<file path="config.mk">
export PLATFORM = sky130hd
export DESIGN_NAME = power_path_control
export DESIGN_NICKNAME = d
export VERILOG_FILES = /design/src/pkg/power_path_pkg.sv /design/src/pkg/discharge_if.sv /design/src/hdl/discharge_timer.sv /design/src/hdl/power_path_control.sv
export SDC_FILE = /design/constraint.sdc
export NUM_CORES = 1
export LEC_CHECK = 0
export ABC_CLOCK_PERIOD_IN_PS = 6400
export BUFFER_PORTS_ARGS = -buffer_cell sky130_fd_sc_hd__buf_4
export CAP_MARGIN = 40
export CORE_ASPECT_RATIO = 0.6
export CORE_MARGIN = 8
export CORE_UTILIZATION = 45
export DETAILED_ROUTE_END_ITERATION = 6
export PLACE_DENSITY = 0.61
export SYNTH_ARGS = -nofsm -noshare
export SYNTH_HDL_FRONTEND = slang
export SYNTH_SLANG_ARGS = --single-unit
</file>
<file path="constraint.sdc">
create_clock -name clock -period 6.4 [get_ports clock]
set_clock_uncertainty 0.05 [all_clocks]
set_input_delay 1.28 -clock clock [delete_from_list [all_inputs] [get_ports clock]]
set_output_delay 1.28 -clock clock [all_outputs]
set_load 0.005 [all_outputs]
</file>
<file path="src/pkg/power_path_pkg.sv">
// Purpose: shared constants and types for the bus power path control block
// Assumes: 40 MHz clock
// Notes:   attach states are a coded view of the connection state machine
`default_nettype none
package power_path_pkg;
  localparam int unsigned CLOCK_HZ           = 40_000_000;
  localparam int unsigned CABLE_DISCH_MS     = 250;
  localparam int unsigned CABLE_DISCH_CYCLES = CABLE_DISCH_MS * (CLOCK_HZ / 1000);
  localparam int unsigned BUS_DISCH_W        = 8;
  localparam int unsigned BUS_DISCH_UNIT_US  = 1000;  // one duration step
  localparam int unsigned BUS_DISCH_UNIT_CYC = BUS_DISCH_UNIT_US * (CLOCK_HZ / 1_000_000);
  localparam logic [7:0]  BUS_DISCH_DEFAULT  = 8'hC8;
  localparam logic        CABLE_UV_SEL_HIGH  = 1'b0;  // 0 = 4.65 V, 1 = 2.65 V
  localparam logic        CABLE_UV_SEL_LOW   = 1'b1;
  localparam int unsigned SYNC_STAGES        = 3;

  // connection states reported by the connection state machine
  typedef enum logic [3:0] {
    ST_UNATTACHED      = 4'h0,
    ST_ATTACHED_SRC    = 4'h1,
    ST_UNORIENT_DBG_SRC= 4'h2,
    ST_ORIENT_DBG_SRC  = 4'h3,
    ST_ATTACHED_SNK    = 4'h4,
    ST_DBG_SNK         = 4'h5,
    ST_ERROR_RECOVERY  = 4'h6,
    ST_ATTACH_WAIT     = 4'h7
  } conn_state_t;

  typedef enum logic [1:0] {
    ROLE_SOURCE = 2'b00,
    ROLE_SINK   = 2'b01,
    ROLE_DUAL   = 2'b10
  } power_role_t;

  typedef enum logic [1:0] {
    DS_IDLE   = 2'b00,
    DS_ACTIVE = 2'b01
  } disch_state_t;
endpackage
`default_nettype wire

</file>
<file path="src/pkg/discharge_if.sv">
// Purpose: carries a discharge request and its status between modules
// Assumes: single clock domain
// Notes:   start is a one-cycle pulse, duration sampled on start
`default_nettype none
interface discharge_if;
  logic        start;
  logic        abort;
  logic [23:0] duration_cycles;
  logic        active;
  modport ctrl  (output start, output abort, output duration_cycles, input active);
  modport timer (input start, input abort, input duration_cycles, output active);
endinterface
`default_nettype wire

</file>
<file path="src/hdl/discharge_timer.sv">
// Purpose: one-shot timer that holds a discharge path on for a set time
// Assumes: duration of at least one cycle
// Notes:   a new start while active restarts the count
`default_nettype none
module discharge_timer
  import power_path_pkg::*;
(
  input  wire logic    clock,
  input  wire logic    nrst,
  input  wire logic    ce,
  discharge_if.timer   dif
);
  disch_state_t state_reg;
  logic [23:0]  count_reg;
  wire          count_done = (count_reg == 24'h00_0001);

  // restart wins over expiry so a fresh event is never lost
  always_ff @(posedge clock or negedge nrst) begin
    if (!nrst) begin
      state_reg <= DS_IDLE;
      count_reg <= '0;
    end else if (ce) begin
      case (state_reg)
        DS_IDLE: begin
          if (dif.start && dif.duration_cycles != '0) begin
            state_reg <= DS_ACTIVE;
            count_reg <= dif.duration_cycles;
          end
        end
        DS_ACTIVE: begin
          if (dif.start && dif.duration_cycles != '0) begin
            count_reg <= dif.duration_cycles;
          end else if (dif.abort || count_done) begin
            state_reg <= DS_IDLE;
            count_reg <= '0;
          end else begin
            count_reg <= count_reg - 24'h00_0001;
          end
        end
        default: state_reg <= DS_IDLE;
      endcase
    end
  end

  assign dif.active = (state_reg == DS_ACTIVE);

  a_timer_len: assert property (@(posedge clock) disable iff (!nrst)
    (ce && dif.active && !dif.start && !dif.abort && count_done) |=> !dif.active)
    else $error("discharge did not end when the count ran out");
endmodule
`default_nettype wire

</file>
<file path="src/hdl/power_path_control.sv">
// Purpose: bus and cable power path enables and discharge control
// Assumes: state and comparator inputs from logic on this clock, except the
//          analog comparator pins which are synchronised here
// Notes:   enables are open drain: oe low drives the pin low
//
// Operation
// - bus discharge starts on detach and on error recovery entry, any role.
// - bus discharge enabled by default, disabled only by stored configuration.
// - discharge duration loads from stored default, software may overwrite.
// - source enable turns low only in attached source states with monitors valid.
// - supply above undervoltage and below overvoltage when those checks enabled.
// - source enable released otherwise or when the bus monitor becomes invalid.
// - supply under or over voltage, if checked, blocks source enable turn-on only.
// - sink enable low in attached sink states with bus voltage valid.
// - sink enable released outside those states or on invalid bus voltage.
// - attached source reached only with bus at safe zero volts.
// - supply checks apply only to source role, never to sink enable.
// - supply check enables from stored defaults, changeable by software.
// - once source enable asserted, supervision moves to bus sense.
// - bus check uses window by default, may fall back to undervoltage.
// - source enable held while attached and bus voltage stays valid.
// - cable supply only in source or dual role, on unwired pin.
// - cable supply needs switches on, sink attached, Ra seen, supply good.
// - cable supply never given in sink role.
// - cable undervoltage select defaults to 4.65 V, software may pick 2.65 V.
// - in source mode, if enabled, cable discharge for 250 ms after detach.
// - out-of-range bus after attach drops path; source errors, sink unattaches.
`default_nettype none
module power_path_control
  import power_path_pkg::*;
#(
  parameter int unsigned CABLE_DISCH_COUNT = CABLE_DISCH_CYCLES
)(
  input  wire logic                      clock,
  input  wire logic                      nrst,
  input  wire logic                      ce,
  input  wire power_path_pkg::conn_state_t conn_state,
  input  wire power_path_pkg::power_role_t power_role,
  input  wire logic                      cc_wire_is_cc2,
  input  wire logic                      supply_above_uv_pin,
  input  wire logic                      supply_above_ov_pin,
  input  wire logic                      bus_in_window_pin,
  input  wire logic                      bus_above_uv_pin,
  input  wire logic                      bus_safe_zero_pin,
  input  wire logic                      cable_supply_above_uv_pin,
  input  wire logic                      ra_on_unwired_pin,
  input  wire logic                      nvm_bus_disch_en,
  input  wire logic [7:0]                nvm_bus_disch_time,
  input  wire logic                      nvm_supply_uv_check,
  input  wire logic                      nvm_supply_ov_check,
  input  wire logic                      nvm_bus_window_check,
  input  wire logic                      nvm_cable_disch_en,
  input  wire logic                      sw_wr_disch_time,
  input  wire logic [7:0]                sw_disch_time,
  input  wire logic                      sw_wr_checks,
  input  wire logic                      sw_supply_uv_check,
  input  wire logic                      sw_supply_ov_check,
  input  wire logic                      sw_bus_window_check,
  input  wire logic                      sw_cable_disch_en,
  input  wire logic                      sw_cable_uv_sel,
  input  wire logic                      sw_wr_cable_uv_sel,
  input  wire logic                      cable_switch_en,
  output logic                           source_path_enable_n_out,
  output logic                           source_path_enable_n_oe,
  output logic                           sink_path_enable_n_out,
  output logic                           sink_path_enable_n_oe,
  output logic                           bus_discharge_on,
  output logic                           cable_supply_cc1,
  output logic                           cable_supply_cc2,
  output logic                           cable_discharge_on,
  output logic                           cable_uv_sel,
  output logic                           source_fault_to_recovery,
  output logic                           sink_fault_to_unattached,
  output logic                           source_attach_allowed
);
  import power_path_pkg::*;

  localparam int unsigned NPIN = 7;

  // three stage synchronisers; only stages two and three are looked at
  // a level is taken once stages two and three agree, so a one-cycle glitch is dropped
  // limitation: a comparator change reaches the enables about five enabled cycles late
  logic [NPIN-1:0] sync1_reg, sync2_reg, sync3_reg, pin_reg;
  wire  [NPIN-1:0] pin_raw = {ra_on_unwired_pin, cable_supply_above_uv_pin, bus_safe_zero_pin,
                              bus_above_uv_pin, bus_in_window_pin, supply_above_ov_pin,
                              supply_above_uv_pin};
  wire  [NPIN-1:0] pin_agree = ~(sync2_reg ^ sync3_reg);

  always_ff @(posedge clock or negedge nrst) begin
    if (!nrst) begin
      sync1_reg <= '0;
      sync2_reg <= '0;
      sync3_reg <= '0;
      pin_reg   <= '0;
    end else if (ce) begin
      sync1_reg <= pin_raw;
      sync2_reg <= sync1_reg;
      sync3_reg <= sync2_reg;
      pin_reg   <= (pin_agree & sync3_reg) | (~pin_agree & pin_reg);
    end
  end

  wire supply_uv_ok  = pin_reg[0];
  wire supply_ov_ok  = pin_reg[1];  // high means below overvoltage
  wire bus_window_ok = pin_reg[2];
  wire bus_uv_ok     = pin_reg[3];
  wire bus_zero      = pin_reg[4];
  wire cable_uv_ok   = pin_reg[5];
  wire ra_seen       = pin_reg[6];

  // configuration: stored defaults captured after reset, software may change
  // stored values land on the first enabled edge after reset; cfg_loaded_reg keeps
  // both enables off until then, so neither enable ever acts on a reset value
  logic       cfg_loaded_reg;
  logic       uv_chk_reg, ov_chk_reg, win_chk_reg, cdis_en_reg, cuv_sel_reg;
  logic [7:0] disch_time_reg;
  logic       bus_disch_en_reg;
  conn_state_t state_reg;
  logic       src_on_reg, snk_on_reg;

  always_ff @(posedge clock or negedge nrst) begin
    if (!nrst) begin
      cfg_loaded_reg   <= 1'b0;
      uv_chk_reg       <= 1'b0;
      ov_chk_reg       <= 1'b0;
      win_chk_reg      <= 1'b1;
      cdis_en_reg      <= 1'b0;
      cuv_sel_reg      <= CABLE_UV_SEL_HIGH;
      disch_time_reg   <= BUS_DISCH_DEFAULT;
      bus_disch_en_reg <= 1'b1;
    end else if (ce) begin
      if (!cfg_loaded_reg) begin
        bus_disch_en_reg <= nvm_bus_disch_en;
        disch_time_reg   <= nvm_bus_disch_time;
        uv_chk_reg       <= nvm_supply_uv_check;
        ov_chk_reg       <= nvm_supply_ov_check;
        win_chk_reg      <= nvm_bus_window_check;
        cdis_en_reg      <= nvm_cable_disch_en;
        cfg_loaded_reg   <= 1'b1;
      end else begin
        if (sw_wr_disch_time) disch_time_reg <= sw_disch_time;
        if (sw_wr_checks) begin
          uv_chk_reg  <= sw_supply_uv_check;
          ov_chk_reg  <= sw_supply_ov_check;
          win_chk_reg <= sw_bus_window_check;
          cdis_en_reg <= sw_cable_disch_en;
        end
        if (sw_wr_cable_uv_sel) cuv_sel_reg <= sw_cable_uv_sel;
      end
    end
  end

  // state decode
  // state_reg is last cycle's state, so leaving an attached state is seen in the same cycle conn_state leaves it
  wire in_src_att = (conn_state == ST_ATTACHED_SRC) || (conn_state == ST_UNORIENT_DBG_SRC) ||
                    (conn_state == ST_ORIENT_DBG_SRC);
  wire in_snk_att = (conn_state == ST_ATTACHED_SNK) || (conn_state == ST_DBG_SNK);
  wire was_att    = (state_reg == ST_ATTACHED_SRC) || (state_reg == ST_UNORIENT_DBG_SRC) ||
                    (state_reg == ST_ORIENT_DBG_SRC) || (state_reg == ST_ATTACHED_SNK) ||
                    (state_reg == ST_DBG_SNK);
  wire was_src_att = (state_reg == ST_ATTACHED_SRC) || (state_reg == ST_UNORIENT_DBG_SRC) ||
                     (state_reg == ST_ORIENT_DBG_SRC);
  wire now_att    = in_src_att || in_snk_att;
  wire detach     = was_att && !now_att;
  wire enter_err  = (conn_state == ST_ERROR_RECOVERY) && (state_reg != ST_ERROR_RECOVERY);

  wire bus_valid  = win_chk_reg ? bus_window_ok : bus_uv_ok;
  wire supply_ok  = (!uv_chk_reg || supply_uv_ok) && (!ov_chk_reg || supply_ov_ok);

  // once on, the supply is no longer looked at; only the bus sense keeps it on
  // supply gates turn-on, bus sense keeps it on
  wire src_next = in_src_att && cfg_loaded_reg && (src_on_reg ? bus_valid : (supply_ok && bus_valid));
  wire snk_next = in_snk_att && cfg_loaded_reg && bus_valid;

  // the enables are registered so the pins never glitch on a decode hazard
  // registered enables from registered inputs
  always_ff @(posedge clock or negedge nrst) begin
    if (!nrst) begin
      state_reg  <= ST_UNATTACHED;
      src_on_reg <= 1'b0;
      snk_on_reg <= 1'b0;
    end else if (ce) begin
      state_reg  <= conn_state;
      src_on_reg <= src_next;
      snk_on_reg <= snk_next;
    end
  end

  // release to high impedance, drive low when on
  assign source_path_enable_n_out = 1'b0;
  assign source_path_enable_n_oe  = !src_on_reg;
  assign sink_path_enable_n_out   = 1'b0;
  assign sink_path_enable_n_oe    = !snk_on_reg;

  // combinational, so the state machine hears of the fault in the cycle before release
  // out of range after attach reports to state machine
  assign source_fault_to_recovery = src_on_reg && in_src_att && !bus_valid;
  assign sink_fault_to_unattached = snk_on_reg && in_snk_att && !bus_valid;
  // source attach only at safe zero volts
  assign source_attach_allowed    = bus_zero;

  // bus and cable discharge timers share one timer module each
  // a new event restarts a running timer, so repeated detaches stretch the discharge
  // 24-bit count: 255 steps of one millisecond and the 250 ms cable time both fit
  discharge_if bus_dif ();
  discharge_if cab_dif ();

  // discharge on detach or error entry when enabled
  assign bus_dif.start = ce && bus_disch_en_reg && (detach || enter_err);
  assign bus_dif.abort = 1'b0;
  assign bus_dif.duration_cycles = 24'(disch_time_reg * BUS_DISCH_UNIT_CYC);
  // cable discharge after sink detach in source mode only
  assign cab_dif.start = ce && cdis_en_reg && was_src_att && !now_att && (power_role != ROLE_SINK);
  assign cab_dif.abort = 1'b0;
  assign cab_dif.duration_cycles = 24'(CABLE_DISCH_COUNT);

  discharge_timer u_bus_timer (.clock(clock), .nrst(nrst), .ce(ce), .dif(bus_dif));
  discharge_timer u_cab_timer (.clock(clock), .nrst(nrst), .ce(ce), .dif(cab_dif));

  assign bus_discharge_on   = bus_dif.active;
  assign cable_discharge_on = cab_dif.active;
  assign cable_uv_sel       = cuv_sel_reg;

  // the supply goes to the pin opposite the CC wire, never to the wired one
  // cable supply conditions
  wire cable_ok = (power_role != ROLE_SINK) && cable_switch_en && in_src_att && ra_seen && cable_uv_ok;
  logic cab1_reg, cab2_reg;
  always_ff @(posedge clock or negedge nrst) begin
    if (!nrst) begin
      cab1_reg <= 1'b0;
      cab2_reg <= 1'b0;
    end else if (ce) begin
      cab1_reg <= cable_ok && cc_wire_is_cc2;
      cab2_reg <= cable_ok && !cc_wire_is_cc2;
    end
  end
  assign cable_supply_cc1 = cab1_reg;
  assign cable_supply_cc2 = cab2_reg;

  a_src_needs_state: assert property (@(posedge clock) disable iff (!nrst)
    (!source_path_enable_n_oe && $past(ce)) |-> $past(in_src_att))
    else $error("source enable driven outside attached source");
  a_src_supply_gate: assert property (@(posedge clock) disable iff (!nrst)
    ($rose(src_on_reg)) |-> $past(supply_ok && bus_valid))
    else $error("source enable rose without supply valid");
  a_src_release: assert property (@(posedge clock) disable iff (!nrst)
    (ce && !bus_valid) |=> source_path_enable_n_oe)
    else $error("source enable not released on invalid bus");
  a_snk_valid: assert property (@(posedge clock) disable iff (!nrst)
    (ce && in_snk_att && bus_valid && cfg_loaded_reg) |=> !sink_path_enable_n_oe)
    else $error("sink enable not driven when valid");
  a_snk_release: assert property (@(posedge clock) disable iff (!nrst)
    (ce && !in_snk_att) |=> sink_path_enable_n_oe)
    else $error("sink enable not released");
  a_src_hold: assert property (@(posedge clock) disable iff (!nrst)
    (ce && src_on_reg && in_src_att && bus_valid) |=> src_on_reg)
    else $error("source enable dropped while valid");
  a_disch_start: assert property (@(posedge clock) disable iff (!nrst)
    (ce && bus_disch_en_reg && detach && disch_time_reg != 8'h00) |=> bus_discharge_on)
    else $error("bus discharge missing after detach");
  a_cable_sink: assert property (@(posedge clock) disable iff (!nrst)
    $past(ce && power_role == ROLE_SINK) |-> !(cable_supply_cc1 || cable_supply_cc2))
    else $error("cable supply given in sink role");
  a_cable_one_pin: assert property (@(posedge clock) disable iff (!nrst)
    !(cable_supply_cc1 && cable_supply_cc2))
    else $error("cable supply on both pins");

  // gating of turn-on, faults, cable supply and discharge
  a_src_supply_block: assert property (@(posedge clock) disable iff (!nrst)
    (ce && !src_on_reg && !supply_ok) |=> source_path_enable_n_oe)
    else $error("source enable rose with supply invalid");
  a_bus_takes_over: assert property (@(posedge clock) disable iff (!nrst)
    (ce && src_on_reg && in_src_att && bus_valid && !supply_ok) |=> src_on_reg)
    else $error("source enable dropped on supply after turn-on");
  a_snk_ignores_supply: assert property (@(posedge clock) disable iff (!nrst)
    (ce && cfg_loaded_reg && in_snk_att && bus_valid && !supply_ok) |=> !sink_path_enable_n_oe)
    else $error("sink enable blocked by supply check");
  a_fault_release: assert property (@(posedge clock) disable iff (!nrst)
    (ce && (source_fault_to_recovery || sink_fault_to_unattached)) |=>
      (source_path_enable_n_oe && sink_path_enable_n_oe))
    else $error("path not released after bus fault");
  a_cable_gate: assert property (@(posedge clock) disable iff (!nrst)
    $rose(cable_supply_cc1 || cable_supply_cc2) |-> $past(cable_switch_en && ra_seen && cable_uv_ok))
    else $error("cable supply rose without its conditions");
  a_cable_disch_role: assert property (@(posedge clock) disable iff (!nrst)
    $rose(cable_discharge_on) |-> $past(power_role != ROLE_SINK && was_src_att))
    else $error("cable discharge outside source detach");
  a_disch_stays_off: assert property (@(posedge clock) disable iff (!nrst)
    (ce && !bus_disch_en_reg && !bus_discharge_on) |=> !bus_discharge_on)
    else $error("bus discharge ran while disabled");
endmodule
`default_nettype wire

</file>
After elaboration in Yosys (flattened, before gate mapping)
Index checks and enable logic that the tools add are counted.
{"block": "totals", "reg_bits": 103, "in_bits": 47, "output_inout_bits": 12, "elab_cells": 140}
{"block": "classes", "add_sub_neg": 2, "n_mul": 1, "n_eq_ne": 25, "muxes": 28, "bitwise_logic": 7, "reduce_logical": 56}
{"cell": "24-bit 2-to-1 mux", "count": 6}
{"cell": "24-bit one-hot mux with 2 select lines", "count": 2}
{"cell": "24-bit by 1-bit == test with 1-bit output, second input constant", "count": 2}
{"cell": "24-bit by 1-bit subtractor with 24-bit output, second input constant", "count": 2}
{"cell": "1-bit logical AND", "count": 25}
{"cell": "24-bit nonzero test", "count": 1}
{"cell": "4-bit by 3-bit == test with 1-bit output, second input constant", "count": 5}
{"cell": "8-bit by 10-bit multiplier with 18-bit output, second input constant", "count": 1}
{"cell": "4-bit by 2-bit == test with 1-bit output, second input constant", "count": 4}
{"cell": "8-bit 2-to-1 mux", "count": 2}
{"cell": "7-bit bitwise AND", "count": 2}
{"cell": "7-bit NOT", "count": 2}
{"cell": "2-bit 2-to-1 mux", "count": 6}
{"cell": "1-bit logical OR", "count": 11}
{"cell": "1-bit 2-to-1 mux", "count": 10}
{"cell": "2-bit != test, second input constant", "count": 5}
{"cell": "3-bit AND reduction", "count": 3}
{"cell": "4-bit by 1-bit == test with 1-bit output, second input constant", "count": 2}
{"cell": "2-bit by 1-bit != test with 1-bit output, second input constant", "count": 4}
{"cell": "2-bit one-hot mux with 2 select lines", "count": 2}
{"cell": "4-bit AND reduction", "count": 2}
{"cell": "1-bit logical NOT", "count": 7}
{"cell": "7-bit bitwise OR", "count": 1}
{"cell": "7-bit bitwise XOR", "count": 1}
{"cell": "6 further kinds", "count": 11}

Longest topological paths before layout
Gate-level depths: netlist of run 1.
{"block": "logic_depth", "word_depth": 11, "depth_mapped": 17, "ltp_nobuf": 16}

Hierarchy
A second synthesis of run 1 with hierarchy kept.
{"block": "hier_totals", "hier_cells": 794, "area_unflattened_um2": 7203.2}
{"module": "discharge_timer", "n_inst": 2, "cells_each": 226, "area_per_inst_um2": 1885.6, "seq_area_each_um2": 625.6}
{"module": "power_path_control", "n_inst": 1, "cells_each": 342, "area_per_inst_um2": 3432.0, "seq_area_each_um2": 1282.5}

Worst setup path before layout of run 1
Ideal clock, no wire load.
{"block": "synth_timing", "path_type": "reg-to-reg", "start": "register disch_time_reg[3]", "end": "register u_bus_timer.count_reg[18]", "setup_time_ns": 0.119, "arrival_time_ns": 4.547, "t_required_ns": 6.231, "setup_slack_ns": 1.685, "stages_incl_launch_ff": 17, "path_buffers": 1, "period_less_slack_ns": 4.715, "path_cell_list": "dfstp_2 inv_1 ha_1 ha_1 inv_1 fa_1 fa_1 inv_1 fa_1 or4b_1 nor4_1 nand4_1 nor4b_2 a41oi_1 buf_2 a211o_1 o21a_1"}
{"block": "synth_between", "elab_chain_len": 5, "word_cells_on_any_way": 8, "classes_between": "mul: 1; eq/ne: 1; mux: 3; reduce/logical: 3"}
{"item": "start: declaration", "line_no": "power_path_control.sv:116", "rtl": "logic [7:0] disch_time_reg;"}
{"item": "start signal: assignment", "line_no": "power_path_control.sv:134", "rtl": "disch_time_reg <= nvm_bus_disch_time;"}
{"item": "start signal: assignment", "line_no": "power_path_control.sv:141", "rtl": "if (sw_wr_disch_time) disch_time_reg <= sw_disch_time;"}
{"item": "8-bit by 10-bit multiplier with 18-bit output *", "line_no": "power_path_control.sv:211", "rtl": "assign bus_dif.duration_cycles = 24'(disch_time_reg * BUS_DISCH_UNIT_CYC);"}
{"item": "24-bit nonzero test", "line_no": "discharge_timer.sv:25, discharge_timer.sv:31"}
{"item": "1-bit logical AND", "line_no": "discharge_timer.sv:25, discharge_timer.sv:31"}
{"item": "24-bit 2-to-1 mux / 2-bit by 1-bit != test with 1-bit output (equally long branches)"}
{"item": "24-bit one-hot mux with 2 select lines / 3-bit AND reduction (equally long branches)"}
{"item": "end signal: assignment", "line_no": "discharge_timer.sv:27", "rtl": "count_reg <= dif.duration_cycles;"}
{"item": "end signal: assignment", "line_no": "discharge_timer.sv:32", "rtl": "count_reg <= dif.duration_cycles;"}
{"item": "end signal: assignment", "line_no": "discharge_timer.sv:37", "rtl": "count_reg <= count_reg - 24'h00_0001;"}
{"item": "end: declaration", "line_no": "discharge_timer.sv:14", "rtl": "logic [23:0] count_reg;"}
Every way passes the cells marked *; elsewhere a longest branch is shown, timed or not. The select of a mux whose other input is x is not followed.
A chain may end at the register's enable or synchronous reset.

Worst setup path in the final report of run 1
Ends and elaborated chain as after synthesis.

==> out/qor.txt, run 1 <==
Number of enable-type register cells in the synthesized netlist: 0
Critical Path Start Type: flip-flop
Synth Area per Inst: 9.15 sq um
Leading cell types by count after synthesis: dfrtp_1, nor2_1, o21ai_0, a21oi_1, inv_1
Post-detailed-route DRC marker count: 0
Synth-to-layout area growth: 13.9%
Placeable core region: 13700 sq um
Htree depth: 3
Power spent charging and discharging nets: 1310 uW
Largest net degree at the start of global routing: 66
All-layer global routing usage: 17.4%
Clk slew on worst S/H paths: 80 ps
Number of antenna violations at the first check in global routing: 0
Maximum frequency from static timing analysis: 0.185 GHz
Post-synthesis instance area: 6350 sq um
DR iter-0 viols: 408
DRT Pass-1 Iters: 5
Final Hold Violating Endpoints: 0
Headroom to the max-slew limit: 43.2%
Unrepaired setup endpoints after global routing: false
Via density: 5.66
Layout cells sized above 1: 15.1%
Cell total after placement: 918
Final HPWL DP: 11600 um
Antenna fix cells: 0
Fin util: 52.8%
Synthesis Warnings: 0
Share of the synthesized area in the top cell type: 37.8%
Average wire per cell in the routed design: 16.7 um
Max-cap viol count: 0
Detailed-route via count: 5288
Port Buffer Count: 56
Cell area power density: 416 nW/um^2
TritonCTS buffer count: 9
Die H: 108 um
Leakage Power: 0.00323 uW
Clock tree from TritonCTS: done
Internal: 1690 uW
Maximum fanout encountered on the critical timing path: 17
Final period util: 84.5%
Sum of negative setup slack: 0 ps
Worst-Skew Late Latency: 350 ps
Die footprint: 18300 sq um
Ys async rst share: 100%
Part of the total power dissipated in the clock network: 18.1%
Residual antenna-violating net count after detailed routing: 0
Global route total overflow: 0
Main flop type after synthesis: dfrtp_1
Register bit count reported by yosys: 101
Dominant cells by area after synthesis: dfrtp_1, ha_1, o21ai_0, nor2_1, a21oi_1
Endpoint type of the worst setup path: flip-flop
Maximum number of buffers from clock root to sink: 2
Worst ir drop on vdd: 0.205 mV
First-pass GRT wire length: 26200 um
Actual transition at the worst max-transition pin: 851 ps
Post-synthesis instance total: 694
Count of hold buffers inserted by post-cts repair: 0
Overall routed net length: 15600 um
WP data required: 6580 ps
Total power: 3010 uW
Sequential Power Share: 33.4%
Result of the run: finished clean
Horiz. Die Dim: 169 um
Post-CTS Setup Bufs: 0
Core Rows: 33
Clk sinks: 101
Via count of the first global-routing pass: 5170
Initial core utilization: 46.3%
Fraction of power spent switching nets: 43.7%
Count leader, synth: dfrtp_1
Slew Limit Fails: 0
Endpoint arrival time on the critical path: 5590 ps
Final setup vio count: 0
Worst hold path type: flip-flop to flip-flop
GPL Wtd Cong: 0.851
Worst Setup Path Type: flip-flop to flip-flop
Logic pwr share: 48.5%
Total I/O pin count: 59
Worst hold-check slack: 443 ps
Library cell used as clock root buffer: clkbuf_16
Final #Nets: 841
Number of standard cells in the layout, taps in and fillers out: 934
Sequential element share of the synthesized area: 39.9%
Number of unique standard cell types used by synthesis: 63
Cts repair resizes: 0
Time the final worst path needs with I/O delays and setup: 5410 ps
Largest area contributor in the synthesized netlist: dfrtp_1
==> layer usage <==
layer | GRT usage, % | vias to the layer above | routed length (um)
met5 | 0 | - | 0
met4 | 3.58 | 0 | 105
met3 | 4.07 | 12 | 1090
met2 | 25.1 | 188 | 6390
met1 | 26.2 | 2558 | 8000
li1 | - | 2530 | -
==> power groups by stage <==
stage                     logic [uW]  registers [uW]  clock network (uW)
after CTS                       1440             999                 560
after global routing            1640            1030                 586
after global placement          1390            1000                   0
final                           1460            1000                 544
after floorplan                 1060             953                   0
after detailed placement        1430            1010                   0
==> stage by stage <==
stage | area (sq um) | setup slack (ps)
finish | 7230 | 991
global route | 7230 | 683
CTS | 7230 | 992
detailed placement | 6930 | 996
global placement | 6930 | 1150
floorplan | 6350 | 1680
==> final timing paths <==
path | from | to | slack [ps] | cells past startpoint
max in group asynchronous | nrst | u_bus_timer.count_reg[10] | 4240 | 2
hold / removal | sync1_reg[6] | sync2_reg[6] | 440 | 2
hold reg to reg | sync1_reg[6] | sync2_reg[6] | 440 | 2
setup reg to reg | disch_time_reg[3] | u_bus_timer.count_reg[18] | 990 | 16
setup / recovery | disch_time_reg[3] | u_bus_timer.count_reg[18] | 990 | 16
min in group asynchronous | nrst | src_on_reg | 830 | 1
==> layout by cell type (no fill, tap or decap), drive strengths merged, types with 15 or more instances in the layout <==
cell / synthesis / layout
inv: 48 / 51
mux2: 20 / 20
dfrtp: 96 / 96
ha: 45 / 45
nor3: 33 / 33
a21oi: 48 / 48
buf: 7 / 60
nor2: 71 / 71
o21ai: 69 / 69
nand2: 46 / 46
xnor2: 15 / 15
nand3: 16 / 16
==> cell type report <==
class,count,area [sq um]
Clock buffer,9,225
Clock inverter,7,78.8
Fill cell,1271,6480
Inverter,49,184
Multi-Input combinational cell,516,3520
Sequential cell,101,2530
Tap cell,192,240
Timing Repair Buffer,60,450
==> worst max-delay path: stages, from the launching register on <==
cell     delay [ps]
dfstp_2         590
inv_1           100
ha_1            280
ha_1            270
inv_1            50
fa_1            490
fa_1            560
inv_1            70
fa_1            490
or4b_1          510
nor4_1          250
nand4_1         140
nor4b_2         320
a41oi_2         430
buf_4           360
a211o_1         230
o21a_1          100
==> cell families after synthesis <==
| group | Yosys count | synth area share [%] |
|---|---|---|
| AOI/OAI and AO/OA | 175 | 16.3 |
| xor gates and xnor gates | 25 | 3.45 |
| adders and majority gates | 57 | 12.7 |
| buffers and inverters | 78 | 4.85 |
| DFF | 101 | 39.9 |
| muxes | 24 | 4.18 |
| other | 1 | 0.0591 |
| and+or+nand+nor | 233 | 18.6 |
(Power assumes the default switching activity.)
==> inputs of run 2 (changes only) <==
--- a/config.mk
+++ b/config.mk
@@ -5,14 +5,14 @@
 export SDC_FILE = /design/constraint.sdc
 export NUM_CORES = 1
 export LEC_CHECK = 0
-export ABC_CLOCK_PERIOD_IN_PS = 6400
+export ABC_CLOCK_PERIOD_IN_PS = 4400
 export BUFFER_PORTS_ARGS = -buffer_cell sky130_fd_sc_hd__buf_4
 export CAP_MARGIN = 40
 export CORE_ASPECT_RATIO = 0.6
 export CORE_MARGIN = 8
 export CORE_UTILIZATION = 45
 export DETAILED_ROUTE_END_ITERATION = 6
-export PLACE_DENSITY = 0.61
+export PLACE_DENSITY = 0.64
 export SYNTH_ARGS = -nofsm -noshare
 export SYNTH_HDL_FRONTEND = slang
 export SYNTH_SLANG_ARGS = --single-unit
==> constraint.sdc (replaced) <==
create_clock -name clock -period 4.4 [get_ports clock]
set_clock_uncertainty 0.05 [all_clocks]
set_input_delay 0.88 -clock clock [delete_from_list [all_inputs] [get_ports clock]]
set_output_delay 0.88 -clock clock [all_outputs]
set_load 0.005 [all_outputs]
==> run 2 against run 1 <==
Against the previous run:
- the run now ends with negative setup slack left
- final area up 8.1%
- first-iteration DRC count is 1.2% higher
- cell count is 5.2% higher
- worst hold slack lost 16 ps
- worst setup slack lost 1300 ps
- die area unchanged
- combinational power up 93%
- clock-buffer cell count did not move
- wire length up 2.6%
- sequential share of layout area decreased by 2.6 points
==> out/qor.txt, run 2 (same netlist as run 1, synthesis figures left out) <==
Result of the run: finished, violations left
Failing checks: negative setup slack
TritonCTS buffer count: 9 (unchanged)
Core Rows: 33 (unchanged)
Overall routed net length: 16000 um (+2.6%)
Final #Nets: 890 (+5.8%)
Layout cells sized above 1: 25.0% (+9.9 points)
Die footprint: 18300 sq um (unchanged)
Clk sinks: 101 (unchanged)
Via count of the first global-routing pass: 5356 (+3.6%)
Critical Path Start Type: flip-flop
Horiz. Die Dim: 169 um (unchanged)
List of cells traversed by the critical path: inv_2 > ha_4 > ha_4 > inv_2 > fa_1 > fa_1 > inv_2 > fa_1 > or4b_4 > nor4_4 > nand4_1 > nor4b_2 > a41oi_2 > buf_12 > a211o_1 > o21a_1
Final HPWL DP: 11800 um (+1.5%)
Endpoint type of the worst setup path: flip-flop
Final Hold Violating Endpoints: 0 (unchanged)
WP data required: 4590 ps (-1990 ps)
Placeable core region: 13700 sq um (unchanged)
Worst-Skew Late Latency: 350 ps (about the same)
Max-cap viol count: 0 (unchanged)
Final setup vio count: 24 (+24)
Crit path max-delay cell type: dfstp_2
Slowest cell delay on critical path: 550 ps (-40 ps)
Worst hold path type: flip-flop to flip-flop
Final period util: 107% (+23 points)
Headroom to the max-slew limit: 44.6% (+1.4 points)
Initial core utilization: 46.3% (unchanged)
Largest net degree at the start of global routing: 62 (-6.1%)
CP bufs+invs: 4 (unchanged)
Detailed-route via count: 5393 (+2.0%)
Maximum fanout encountered on the critical timing path: 22 (+5)
Post-detailed-route DRC marker count: 0 (unchanged)
Fin util: 57.0% (+4.3 points)
Cell area power density: 648 nW/um^2 (+56%)
First-pass GRT wire length: 26500 um (+1.4%)
Actual transition at the worst max-transition pin: 830 ps (-20.9 ps)
Clock tree from TritonCTS: done
All-layer global routing usage: 17.8% (+0.37 points)
GPL Wtd Cong: 0.810 (-4.7%)
Most used cells in the layout excluding fill and tap cells: buf_4, dfrtp_1, nor2_1
Fillcell total: 1247 (-1.9%)
Maximum frequency from static timing analysis: 0.212 GHz (+15%)
Unrepaired setup endpoints after global routing: true
Htree depth: 3 (unchanged)
Slew Limit Fails: 0 (unchanged)
Number of antenna violations at the first check in global routing: 0 (unchanged)
Die H: 108 um (unchanged)
DR iter-0 viols: 413 (+1.2%)
Library cell used as clock root buffer: clkbuf_16
Endpoint arrival time on the critical path: 4910 ps (-680 ps)
Maximum number of buffers from clock root to sink: 2 (unchanged)
Total I/O pin count: 59 (unchanged)
Time the final worst path needs with I/O delays and setup: 4720 ps (-685 ps)
Final critical-path setup slack: -324 ps (-1310 ps)
Synth-to-layout area growth: 23.2%
DRT Pass-1 Iters: 5 (unchanged)
Leakage Power: 0.00353 uW (+9.2%)
Most common library cell in the layout ignoring fill and taps: buf_4
Via density: 5.49 (-3.1%)
Count of hold buffers inserted by post-cts repair: 0 (unchanged)
Worst hold-check slack: 427 ps (-15.9 ps)
Global route total overflow: 0 (unchanged)
Cell family contributing the most delay on the critical path: adder cells
Antenna fix cells: 0 (unchanged)
Clk slew on worst S/H paths: 70 ps (about the same)
Residual antenna-violating net count after detailed routing: 0 (unchanged)
Average wire per cell in the routed design: 16.3 um (-2.5%)
Port Buffer Count: 56 (unchanged)
Worst Setup Path Type: flip-flop to flip-flop
Worst ir drop on vdd: 0.352 mV (+71%)
## run 2: cell types whose count changed in the layout (fill, tap and decap cells not counted), sizes merged
| cell | change |
|---|---|
| buf | +49 |
## run 2: worst paths after layout
path / from / slack, ps / endpoint / cells past startpoint
hold / removal: bus_disch_en_reg / 430 / bus_disch_en_reg / 2
hold reg to reg: bus_disch_en_reg / 430 / bus_disch_en_reg / 2
setup reg to reg: disch_time_reg[3] / -320 / u_bus_timer.count_reg[18] / 16
max in group asynchronous: nrst / 2990 / disch_time_reg[3] / 2
setup / recovery: disch_time_reg[3] / -320 / u_bus_timer.count_reg[18] / 16
min in group asynchronous: nrst / 460 / disch_time_reg[5] / 1
## run 2: tightest hold or removal path, stage by stage (launching register included)
cell and delay (ps):
dfstp_2 370, o21ai_0 60, nand2_1 50
## run 2: layout make-up
| type | instances | area (sq um) | area share [%] |
|---|---|---|---|
| Clock buffer | 9 | 225 | 2.88 |
| Clock inverter | 7 | 76.3 | 0.976 |
| Inverter | 49 | 184 | 2.35 |
| Multi-Input combinational cell | 516 | 3710 | 47.5 |
| Sequential cell | 101 | 2530 | 32.4 |
| Tap cell | 192 | 240 | 3.07 |
| Timing Repair Buffer | 109 | 850 | 10.9 |
## run 2: routing by layer
layer,track usage (%),share of wire (%)
met1,25.3,49
met3,5.06,6.1
met2,26.9,44
met5,0,0
met4,3.39,0.46
## run 2: power breakdown
group          switching [uW]  leakage (uW)  internal, uW
logic                    1440       0.00216          1380
clock network             390      0.000148           404
registers                 269       0.00122          1190
total                    2100       0.00353          2970
## run 2: repair_timing
action,CTS,global route
setup buffers,1,5
setup endpoints to repair,25,25
pin swaps,6,11
resized for setup,8,40
cloned,0,1
## run 2: stage by stage
step                power (uW)  setup TNS (ps)  worst slack (ps)  area (sq um)  cells
floorplan                 2950           -2630              -183          6400    695
global placement          3960           -4820              -281          7280    960
detailed placement        4040           -8220              -439          7280    960
CTS                       4900           -5570              -322          7630    977
global route              5470          -10050              -492          7820    983
finish                    5070           -5990              -324          7820    983
